### config.mk
export PLATFORM = sky130hd
export DESIGN_NAME = lfs_status_regs
export DESIGN_NICKNAME = d
export VERILOG_FILES = /design/src/verilog/lfs_pkg.sv /design/src/verilog/lfs_flag_bank.sv /design/src/verilog/lfs_group_lane.sv /design/src/verilog/lfs_status_regs.sv
export SDC_FILE = /design/constraint.sdc
export NUM_CORES = 1
export LEC_CHECK = 0
export BUFFER_PORTS_ARGS = -buffer_cell sky130_fd_sc_hd__buf_2
export CAP_MARGIN = 10
export CORE_MARGIN = 2
export CORE_UTILIZATION = 54
export CTS_CLUSTER_DIAMETER = 80
export DETAILED_ROUTE_END_ITERATION = 7
export HOLD_SLACK_MARGIN = 0.03
export PLACE_DENSITY = 0.82
export SYNTH_ARGS = -nofsm -noshare
export SYNTH_HDL_FRONTEND = slang
export SYNTH_SLANG_ARGS = --single-unit
### constraint.sdc
create_clock -name core_clk_in -period 1.98 [get_ports core_clk_in]
set_input_delay 0.198 -clock core_clk_in [delete_from_list [all_inputs] [get_ports core_clk_in]]
set_output_delay 0.198 -clock core_clk_in [all_outputs]
set_load 0.02 [all_outputs]
### src/verilog/lfs_pkg.sv
// Package of offsets, widths, reset values and group codes for the LED status registers
package lfs_pkg;
  // ********************************
  // Sizes
  // ********************************
  localparam int unsigned DRIVERS   = 12;
  localparam int unsigned ADDR_W    = 5;
  localparam int unsigned DATA_W    = 13;
  localparam int unsigned PHASE_W   = 4;
  localparam int unsigned TRANSITION_DIMMING_SETTING_W    = 4;
  localparam int unsigned DUTY_W    = 12;
  localparam int unsigned GSEL_W    = 4;
  // ********************************
  // Register offsets
  // ********************************
  localparam logic [4:0] OFS_ANY_OPEN_SUMMARY_STATUS     = 5'h06;
  localparam logic [4:0] OFS_OPEN_TRACE_STATUS   = 5'h07;
  localparam logic [4:0] OFS_SWITCH_FORCE_CLOSED = 5'h08;
  localparam logic [4:0] OFS_SHORT_LED_STATUS    = 5'h09;
  localparam logic [4:0] OFS_GROUP_A_MEMBERS     = 5'h0a;
  localparam logic [4:0] OFS_GROUP_B_MEMBERS     = 5'h0b;
  // ********************************
  // Field layout and reset values
  // ********************************
  localparam int unsigned FLD_DRV_LSB = 0;
  localparam int unsigned FLD_DRV_MSB = 11;
  localparam logic [11:0] RST_FLAGS   = 12'h000;
  localparam logic [11:0] RST_FORCE   = 12'h000;
  localparam logic [11:0] RST_GROUP   = 12'h000;
  localparam logic [3:0]  RST_PHASE   = 4'h0;
  localparam logic [3:0]  RST_TRANSITION_DIMMING_SETTING    = 4'h0;
  localparam logic [11:0] RST_DUTY    = 12'h000;
  // ********************************
  // Group select bit positions
  // ********************************
  localparam int unsigned GSEL_BIT_A = 0;
  localparam int unsigned GSEL_BIT_B = 1;
endpackage

### src/verilog/lfs_flag_bank.sv
// Sticky per-driver fault flags with pin synchroniser and clear on read
`timescale 1ns/100ps
module lfs_flag_bank #(
  parameter int unsigned N = 12
) (
  // Clock and reset
  input  wire logic         core_clk_in,
  input  wire logic         rst_in,
  // Detection and control
  input  wire logic [N-1:0] det_in,
  input  wire logic [N-1:0] switch_open_in,
  input  wire logic         clear_in,
  // Flag state
  output logic      [N-1:0] flags_out,
  output logic              any_out
);
  logic [N-1:0] sync1_r;
  logic [N-1:0] sync2_r;
  logic [N-1:0] sync3_r;
  logic [N-1:0] flags_r;
  logic [N-1:0] flags_nxt;
  logic [N-1:0] seen;

  // Three stage synchroniser on the analog detector levels
  always_ff @(posedge core_clk_in) begin
    if (rst_in) begin
      sync1_r <= '0;
      sync2_r <= '0;
      sync3_r <= '0;
    end else begin
      sync1_r <= det_in;
      sync2_r <= sync1_r;
      sync3_r <= sync2_r;
    end
  end

  // Detection counts when stages two and three are both high, switch open only
  assign seen      = sync2_r & sync3_r & switch_open_in;
  // Set wins over the read clear
  assign flags_nxt = (clear_in ? '0 : flags_r) | seen;

  // Flag storage
  always_ff @(posedge core_clk_in) begin
    if (rst_in) begin
      flags_r <= '0;
    end else begin
      flags_r <= flags_nxt;
    end
  end

  assign flags_out = flags_r;
  assign any_out   = |flags_r;
endmodule

### src/verilog/lfs_group_lane.sv
// One driver's group-written phase, transition and duty settings
`timescale 1ns/100ps
module lfs_group_lane (
  // Clock and reset
  input  wire logic        core_clk_in,
  input  wire logic        rst_in,
  // Membership and override
  input  wire logic        member_a_in,
  input  wire logic        member_b_in,
  input  wire logic        force_in,
  // Group phase write
  input  wire logic        phase_wr_in,
  input  wire logic [3:0]  phase_sel_in,
  input  wire logic [3:0]  phase_val_in,
  // Group transition write
  input  wire logic        transition_dimming_setting_wr_in,
  input  wire logic [3:0]  transition_dimming_setting_sel_in,
  input  wire logic [3:0]  transition_dimming_setting_val_in,
  // Group duty writes
  input  wire logic        duty_a_wr_in,
  input  wire logic        duty_b_wr_in,
  input  wire logic [11:0] duty_val_in,
  // Driver settings
  output logic      [3:0]  phase_out,
  output logic      [3:0]  transition_dimming_setting_out,
  output logic      [11:0] eff_duty_out
);
  logic [3:0]  phase_r;
  logic [3:0]  transition_dimming_setting_r;
  logic [11:0] duty_r;
  wire         phase_hit;
  wire         transition_dimming_setting_hit;
  wire         duty_hit;

  // Qualified group hits; an all-zero select hits nothing
  assign phase_hit = phase_wr_in &
                     ((phase_sel_in[lfs_pkg::GSEL_BIT_A] & member_a_in) |
                      (phase_sel_in[lfs_pkg::GSEL_BIT_B] & member_b_in));
  assign transition_dimming_setting_hit  = transition_dimming_setting_wr_in &
                     ((transition_dimming_setting_sel_in[lfs_pkg::GSEL_BIT_A] & member_a_in) |
                      (transition_dimming_setting_sel_in[lfs_pkg::GSEL_BIT_B] & member_b_in));
  assign duty_hit  = (duty_a_wr_in & member_a_in) |
                     (duty_b_wr_in & member_b_in);

  // Setting storage
  always_ff @(posedge core_clk_in) begin
    if (rst_in) begin
      phase_r <= lfs_pkg::RST_PHASE;
      transition_dimming_setting_r  <= lfs_pkg::RST_TRANSITION_DIMMING_SETTING;
      duty_r  <= lfs_pkg::RST_DUTY;
    end else begin
      if (phase_hit) phase_r <= phase_val_in;
      if (transition_dimming_setting_hit) transition_dimming_setting_r <= transition_dimming_setting_val_in;
      if (duty_hit) duty_r <= duty_val_in;
    end
  end

  assign phase_out    = phase_r;
  assign transition_dimming_setting_out     = transition_dimming_setting_r;
  // Forced switch means zero effective duty
  assign eff_duty_out = force_in ? '0 : duty_r;
endmodule

### src/verilog/lfs_status_regs.sv
// LED fault status, switch override and group membership register bank
`timescale 1ns/100ps

// Function
// - Any_open_summary flags per driver, clear on read
// - Open-trace flags per driver, clear on read
// - Shorted-LED flags per driver, clear on read
// - Override bit one holds switch closed
// - Overridden driver has zero effective duty
// - Clear override leaves normal switch control
// - Faults evaluated only while switch open
// - Group writes reach every member driver
// - Group A mask, select 0001, A duty
// - Group B mask, select 0010, B duty
// - All-zero group select ignores the write
// - Summary bits OR the per-driver flags
module lfs_status_regs (
  // Clock and reset
  input  wire logic          core_clk_in,
  input  wire logic          rst_in,
  // Register access from the serial front end
  input  wire logic [4:0]    reg_addr_in,
  input  wire logic          reg_wr_in,
  input  wire logic          reg_rd_in,
  input  wire logic [12:0]   reg_wdata_in,
  output logic      [12:0]   reg_rdata_out,
  output logic               reg_rvalid_out,
  // Fault detector levels, asynchronous
  input  wire logic [11:0]   any_open_summary_det_in,
  input  wire logic [11:0]   open_trace_det_in,
  input  wire logic [11:0]   short_led_det_in,
  // Normal dimming switch request, one means closed
  input  wire logic [11:0]   normal_sw_closed_in,
  // Group phase write
  input  wire logic          group_phase_write_in,
  input  wire logic [3:0]    phase_group_select_in,
  input  wire logic [3:0]    phase_value_in,
  // Group transition write
  input  wire logic          transition_write_in,
  input  wire logic [3:0]    transition_group_select_in,
  input  wire logic [3:0]    transition_dimming_setting_in,
  // Group duty writes
  input  wire logic          first_group_duty_wr_in,
  input  wire logic          second_group_duty_wr_in,
  input  wire logic [11:0]   group_duty_in,
  // Switch drive and driver settings
  output logic      [11:0]   switch_closed_out,
  output logic      [47:0]   drv_phase_out,
  output logic      [47:0]   drv_transition_out,
  output logic      [143:0]  drv_eff_duty_out,
  // Summaries and alert
  output logic               any_open_summary_out,
  output logic               any_trace_summary_out,
  output logic               any_short_summary_out,
  output logic               fault_alert_pin_n_out
);

  // ********************************
  // Declarations
  // ********************************
  logic [11:0] force_closed_bits_r;
  logic [11:0] first_group_mask_r;
  logic [11:0] second_group_mask_r;
  logic [11:0] switch_closed_r;
  logic [11:0] switch_closed_nxt;
  logic [12:0] rdata_r;
  logic [12:0] rdata_nxt;
  logic        rvalid_r;
  logic        alert_n_r;
  logic [11:0] any_open_summary_flags;
  logic [11:0] open_trace_flags;
  logic [11:0] shorted_led_flags;
  logic        any_open;
  logic        any_trace;
  logic        any_short;
  wire  [11:0] switch_open;
  wire         sel_any_open_summary;
  wire         sel_open_trace;
  wire         sel_force;
  wire         sel_short_led;
  wire         sel_group_a;
  wire         sel_group_b;
  wire         clr_any_open_summary;
  wire         clr_open_trace;
  wire         clr_short_led;
  wire  [11:0] wr_field;

  // ********************************
  // Address decode
  // ********************************

  // Register selects
  assign sel_any_open_summary   = (reg_addr_in == lfs_pkg::OFS_ANY_OPEN_SUMMARY_STATUS);
  assign sel_open_trace = (reg_addr_in == lfs_pkg::OFS_OPEN_TRACE_STATUS);
  assign sel_force      = (reg_addr_in == lfs_pkg::OFS_SWITCH_FORCE_CLOSED);
  assign sel_short_led  = (reg_addr_in == lfs_pkg::OFS_SHORT_LED_STATUS);
  assign sel_group_a    = (reg_addr_in == lfs_pkg::OFS_GROUP_A_MEMBERS);
  assign sel_group_b    = (reg_addr_in == lfs_pkg::OFS_GROUP_B_MEMBERS);

  // Read of a status register clears all its flags except those set in the same cycle
  assign clr_any_open_summary   = reg_rd_in & sel_any_open_summary;
  assign clr_open_trace = reg_rd_in & sel_open_trace;
  assign clr_short_led  = reg_rd_in & sel_short_led;

  // Driver field of write data; bit 12 is unused
  assign wr_field = reg_wdata_in[lfs_pkg::FLD_DRV_MSB:lfs_pkg::FLD_DRV_LSB];

  // ********************************
  // Writable registers
  // ********************************

  // Override and group masks; writes to status offsets are ignored
  always_ff @(posedge core_clk_in) begin
    if (rst_in) begin
      force_closed_bits_r <= lfs_pkg::RST_FORCE;
      first_group_mask_r  <= lfs_pkg::RST_GROUP;
      second_group_mask_r <= lfs_pkg::RST_GROUP;
    end else begin
      if (reg_wr_in && sel_force) force_closed_bits_r <= wr_field;
      if (reg_wr_in && sel_group_a) first_group_mask_r <= wr_field;
      if (reg_wr_in && sel_group_b) second_group_mask_r <= wr_field;
    end
  end

  // ********************************
  // Switch control
  // ********************************

  // Override forces closed, otherwise the normal request passes through
  assign switch_closed_nxt = force_closed_bits_r | normal_sw_closed_in;
  assign switch_open       = ~switch_closed_r;

  // Registered switch drive
  always_ff @(posedge core_clk_in) begin
    if (rst_in) begin
      switch_closed_r <= '0;
    end else begin
      switch_closed_r <= switch_closed_nxt;
    end
  end

  assign switch_closed_out = switch_closed_r;

  // ********************************
  // Fault flag banks
  // ********************************

  // Any_open_summary flags
  lfs_flag_bank #(
    .N (lfs_pkg::DRIVERS)
  ) u_any_open_summary (
    .core_clk_in    (core_clk_in),
    .rst_in         (rst_in),
    .det_in         (any_open_summary_det_in),
    .switch_open_in (switch_open),
    .clear_in       (clr_any_open_summary),
    .flags_out      (any_open_summary_flags),
    .any_out        (any_open)
  );

  // Open-trace flags
  lfs_flag_bank #(
    .N (lfs_pkg::DRIVERS)
  ) u_open_trace (
    .core_clk_in    (core_clk_in),
    .rst_in         (rst_in),
    .det_in         (open_trace_det_in),
    .switch_open_in (switch_open),
    .clear_in       (clr_open_trace),
    .flags_out      (open_trace_flags),
    .any_out        (any_trace)
  );

  // Shorted-LED flags
  lfs_flag_bank #(
    .N (lfs_pkg::DRIVERS)
  ) u_short_led (
    .core_clk_in    (core_clk_in),
    .rst_in         (rst_in),
    .det_in         (short_led_det_in),
    .switch_open_in (switch_open),
    .clear_in       (clr_short_led),
    .flags_out      (shorted_led_flags),
    .any_out        (any_short)
  );

  // Summary bits
  assign any_open_summary_out  = any_open;
  assign any_trace_summary_out = any_trace;
  assign any_short_summary_out = any_short;

  // Alert pin low one cycle after any fault flag is held, registered
  always_ff @(posedge core_clk_in) begin
    if (rst_in) begin
      alert_n_r <= 1'b1;
    end else begin
      alert_n_r <= ~(any_open | any_trace | any_short);
    end
  end

  assign fault_alert_pin_n_out = alert_n_r;

  // ********************************
  // Read path
  // ********************************

  // Read mux; unmapped offsets read as zero, bit 12 reads zero
  always_comb begin
    rdata_nxt = '0;
    case (1'b1)
      sel_any_open_summary:   rdata_nxt = {1'b0, any_open_summary_flags};
      sel_open_trace: rdata_nxt = {1'b0, open_trace_flags};
      sel_force:      rdata_nxt = {1'b0, force_closed_bits_r};
      sel_short_led:  rdata_nxt = {1'b0, shorted_led_flags};
      sel_group_a:    rdata_nxt = {1'b0, first_group_mask_r};
      sel_group_b:    rdata_nxt = {1'b0, second_group_mask_r};
      default:        rdata_nxt = '0;
    endcase
  end

  // Read data captured on the read strobe, held until the next read
  always_ff @(posedge core_clk_in) begin
    if (rst_in) begin
      rdata_r  <= '0;
      rvalid_r <= 1'b0;
    end else begin
      rvalid_r <= reg_rd_in;
      if (reg_rd_in) rdata_r <= rdata_nxt;
    end
  end

  assign reg_rdata_out  = rdata_r;
  assign reg_rvalid_out = rvalid_r;

  // ********************************
  // Per-driver group lanes
  // ********************************

  // One lane per driver, fed by its membership and override bits
  for (genvar i = 0; i < lfs_pkg::DRIVERS; i++) begin : g_lane
    lfs_group_lane u_lane (
      .core_clk_in  (core_clk_in),
      .rst_in       (rst_in),
      .member_a_in  (first_group_mask_r[i]),
      .member_b_in  (second_group_mask_r[i]),
      .force_in     (force_closed_bits_r[i]),
      .phase_wr_in  (group_phase_write_in),
      .phase_sel_in (phase_group_select_in),
      .phase_val_in (phase_value_in),
      .transition_dimming_setting_wr_in   (transition_write_in),
      .transition_dimming_setting_sel_in  (transition_group_select_in),
      .transition_dimming_setting_val_in  (transition_dimming_setting_in),
      .duty_a_wr_in (first_group_duty_wr_in),
      .duty_b_wr_in (second_group_duty_wr_in),
      .duty_val_in  (group_duty_in),
      .phase_out    (drv_phase_out[4*i +: 4]),
      .transition_dimming_setting_out     (drv_transition_out[4*i +: 4]),
      .eff_duty_out (drv_eff_duty_out[12*i +: 12])
    );
  end

endmodule
==> results.md <==
- Vias: ~15000
- Global-route usage over all layers: about 30%
- Crit start category: flop
- Drt wl/cell: 18.7 µm
- Final Hold Viols: 0
- Status: complete, no violations
- RSZ-0062 raised after global routing: false
- Final WL: 50700 µm
- Sequential fraction of the synthesis area: between 50% and 60%
- DR DRC count: 0
- Final setup vio count: 0
- Worst-Margin Slew: about 1.2 ns
- CTS root buffer: clkbuf_16
- H-tree depth: 2
- Clk network pwr share: between 40% and 50%
- Starting Density: 54.9%
- Syn-to-layout area delta: 25.5%
- P_int: between 10 and 15 mW
- Post-Syn Instances: roughly 1900
- Design Area, Final: roughly 21000 µm²
- Max Buffers Root-to-Sink: 3
- Tmin final: 1.83 ns
- Cells along the critical path: nor2b_1, buf_2
- Post-synthesis sequential element count: between 400 and 500
- Max reg flops: 144
- Peak VDD IR: approximately 0.8 mV
- Reg with most FFs: g_lane.u_lane.duty_r
- Cell Rows: 64
- Crit path largest cell delay: approximately 0.70 ns
- Psw: 4.18 mW
- Drt initial violations: about 1200
- Clock Skew: 0.0167 ns
- CTS buffer count: 44
- Synthesis warning total: 0
- Setup crit end kind: output pin
- CTS sink cnt: 446
- Antenna viol nets, final: 0
- Final non-filler cell total: 2717
- Die height: 181 µm
- Pins over their slew limit: 0
- Worst-path maximum fanout: 15
- Vias per cell: ~5.4
- Bufs and invs on worst path: 1
- Clock latency at the later pin of the worst-skew pair: around 0.56 ns
- Core area: about 31000 µm²
- Sw frac: 22.4%
- Net Count, Synth: around 2000
- P_leak: roughly 10 nW
- Grt total ovfl: 0
- Vias in the first global route: 14144
- Share of cells above drive strength 1: between 20% and 30%
- Nets: 2379
- CTS tree: yes
- Delay-heaviest family, CP: flip-flops
- Placed insts: roughly 2600
- WP data arrival: roughly 1.6 ns
- Max-Cap Viols: 0
- Synth Cell Area: 16800 µm²
- Largest cells by area after synthesis: dfxtp_1 53%, nor2b_1 9.4%, mux2i_1 8.6%
- Gate power share: under 10%
- Die width: roughly 180 µm
- FF/Latch Area: 8930 µm²
- Worst relative slew slack: 23.3%
- Clock-pin slew on the worst setup and hold paths: 0.06 ns
- Yosys top cell by area: dfxtp_1
- Global-route wire length before repair: between 70000 and 80000 µm
- GPL Wtd Cong: roughly 0.95
- Die area: ~33000 µm²
- PwrDens: between 800 and 900 nW/µm²
- CP required: 1.78 ns
- Top Ports: between 300 and 400
- Synth unique cells: 41
- Overall Power: 18.7 mW
- Seq pwr share: between 40 and 50%
- DP HPWL: roughly 35000 µm
- Crit Path Category: reg2out
- Initial antenna violation count: 11
- Cell Area, Placed: 18900 µm²
- Post-Syn Area per Cell: a little under 9 µm²
- IO Port Bufs: 365
- Slowest cell on crit path: dfxtp_1
- Multi-input combinational cell area: 7320 µm²
- Post-layout util: 68.8%
- Maximum clock rate: between 0.5 and 0.6 GHz
- Largest net degree at the start of global routing: 107
- Area share of the largest cell type after synthesis: between 50% and 60%
- Setup TNS: 0 ns
- Worst min path class: in2reg
- Pre-antenna DRT Iters: 7
- # fillers: 2362
- Final Cycle Share: between 90 and 100%
[layer usage]
layer	GRT usage (%)	routed length, µm	part of all wire (%)	vias to the layer above
met3	5.07	3750	7.4	130
met4	13.7	2120	4.2	0
met5	0	0	0	-
met2	50.3	24300	48	697
met1	37.0	20500	40	6864
li1	-	-	-	6999
[path summary, 6_finish.rpt]
check	start	end	slack (ns)	cells past startpoint
worst max-delay path	force_closed_bits_r[11]	drv_eff_duty_out[132]	0.15	2
worst min-delay path	group_duty_in[3]	g_lane[11].u_lane.duty_r[3]	0.08	3
worst min register to register	u_open_trace.sync1_r[11]	u_open_trace.sync2_r[11]	0.43	1
worst max register to register	first_group_mask_r[2]	g_lane[2].u_lane.duty_r[7]	0.25	3
[cell families (layout without fill, tap and decap cells)]
logic type             count (synthesis)  count (layout)  share of synthesized area (%)
multiplexers                         144             144                           8.57
AND/OR/NAND/NOR                      871             871                           24.2
buffers and inverters                142             548                           3.47
other                                  1              13                         0.0223
flip-flops                           446             446                           53.1
AO/OA/AOI/OAI                        299             299                           10.6
[per-stage QoR]
| step | hold slack [ns] | setup WS, ns |
|---|---|---|
| 4_1_cts | 0.0490 | 0.0790 |
| 3_3_place_gp | 0.402 | 0.109 |
| 2_1_floorplan | 0.278 | 0.432 |
| 3_5_place_dp | 0.411 | 0.0690 |
| 5_1_grt | 0.0680 | 0.0465 |
| 6_report | 0.0769 | 0.150 |
[tightest hold or removal path, stage by stage]
cell and delay (ns):
buf_2 0.21, nand2_1 0.10, a21oi_1 0.06
[power by group through the flow]
stage          combinational (mW)  clock [mW]  sequential [mW]
3_3_place_gp                0.810           0             9.40
2_1_floorplan               0.468           0             9.39
3_5_place_dp                0.827           0             9.40
6_report                    0.960        8.51             9.21
5_1_grt                      1.03        8.96             9.21
4_1_cts                     0.940        8.58             9.21
[cell usage in the layout (no fill, tap or decap), types with 27 or more instances in the layout]
cell and n:
a21oi_1 209, a22o_1 37, buf_2 364, buf_4 27, clkbuf_16 44, dfxtp_1 446
dlygate4sd3_1 68, mux2i_1 144, nand2_1 351, nor2_1 231, nor2b_1 253
[Yosys cell counts, drive strengths merged]
cell type / instances
a311oi: 3
and4bb: 1
o22ai: 4
a21boi: 1
nand4bb: 1
o221ai: 8
buf: 20
nand3b: 3
conb: 1
inv: 4
or4b: 2
a21oi: 209
dfxtp: 446
or3: 1
a22oi: 12
a211o: 4
o21ai: 1
clkbuf: 118
or3b: 1
o31ai: 1
nor4b: 2
nand2: 351
a22o: 37
nor2b: 253
mux2i: 144
and4b: 1
nor2: 231
nor4: 9
nand3: 4
a211oi: 8
o21a: 11
nor3b: 11
[final cells by class]
cell class	count	area share, %
timing repair buffer	466	13.5
sequential	446	42.3
inverter	4	0.0711
tap	396	2.35
multi-input combinational	1315	34.7
clock inverter	15	0.990
clock buffer	63	6.03
antenna	12	0.142
[repair_timing]
action / CTS / global route
endpoints found under the setup margin: 0 / 1
setup buffers: 0 / 0
resized for setup: 0 / 1
endpoints found under the hold margin: 94 / 0
hold buffers: 68 / 0
Note: power is estimated with default switching activity, not from simulation.
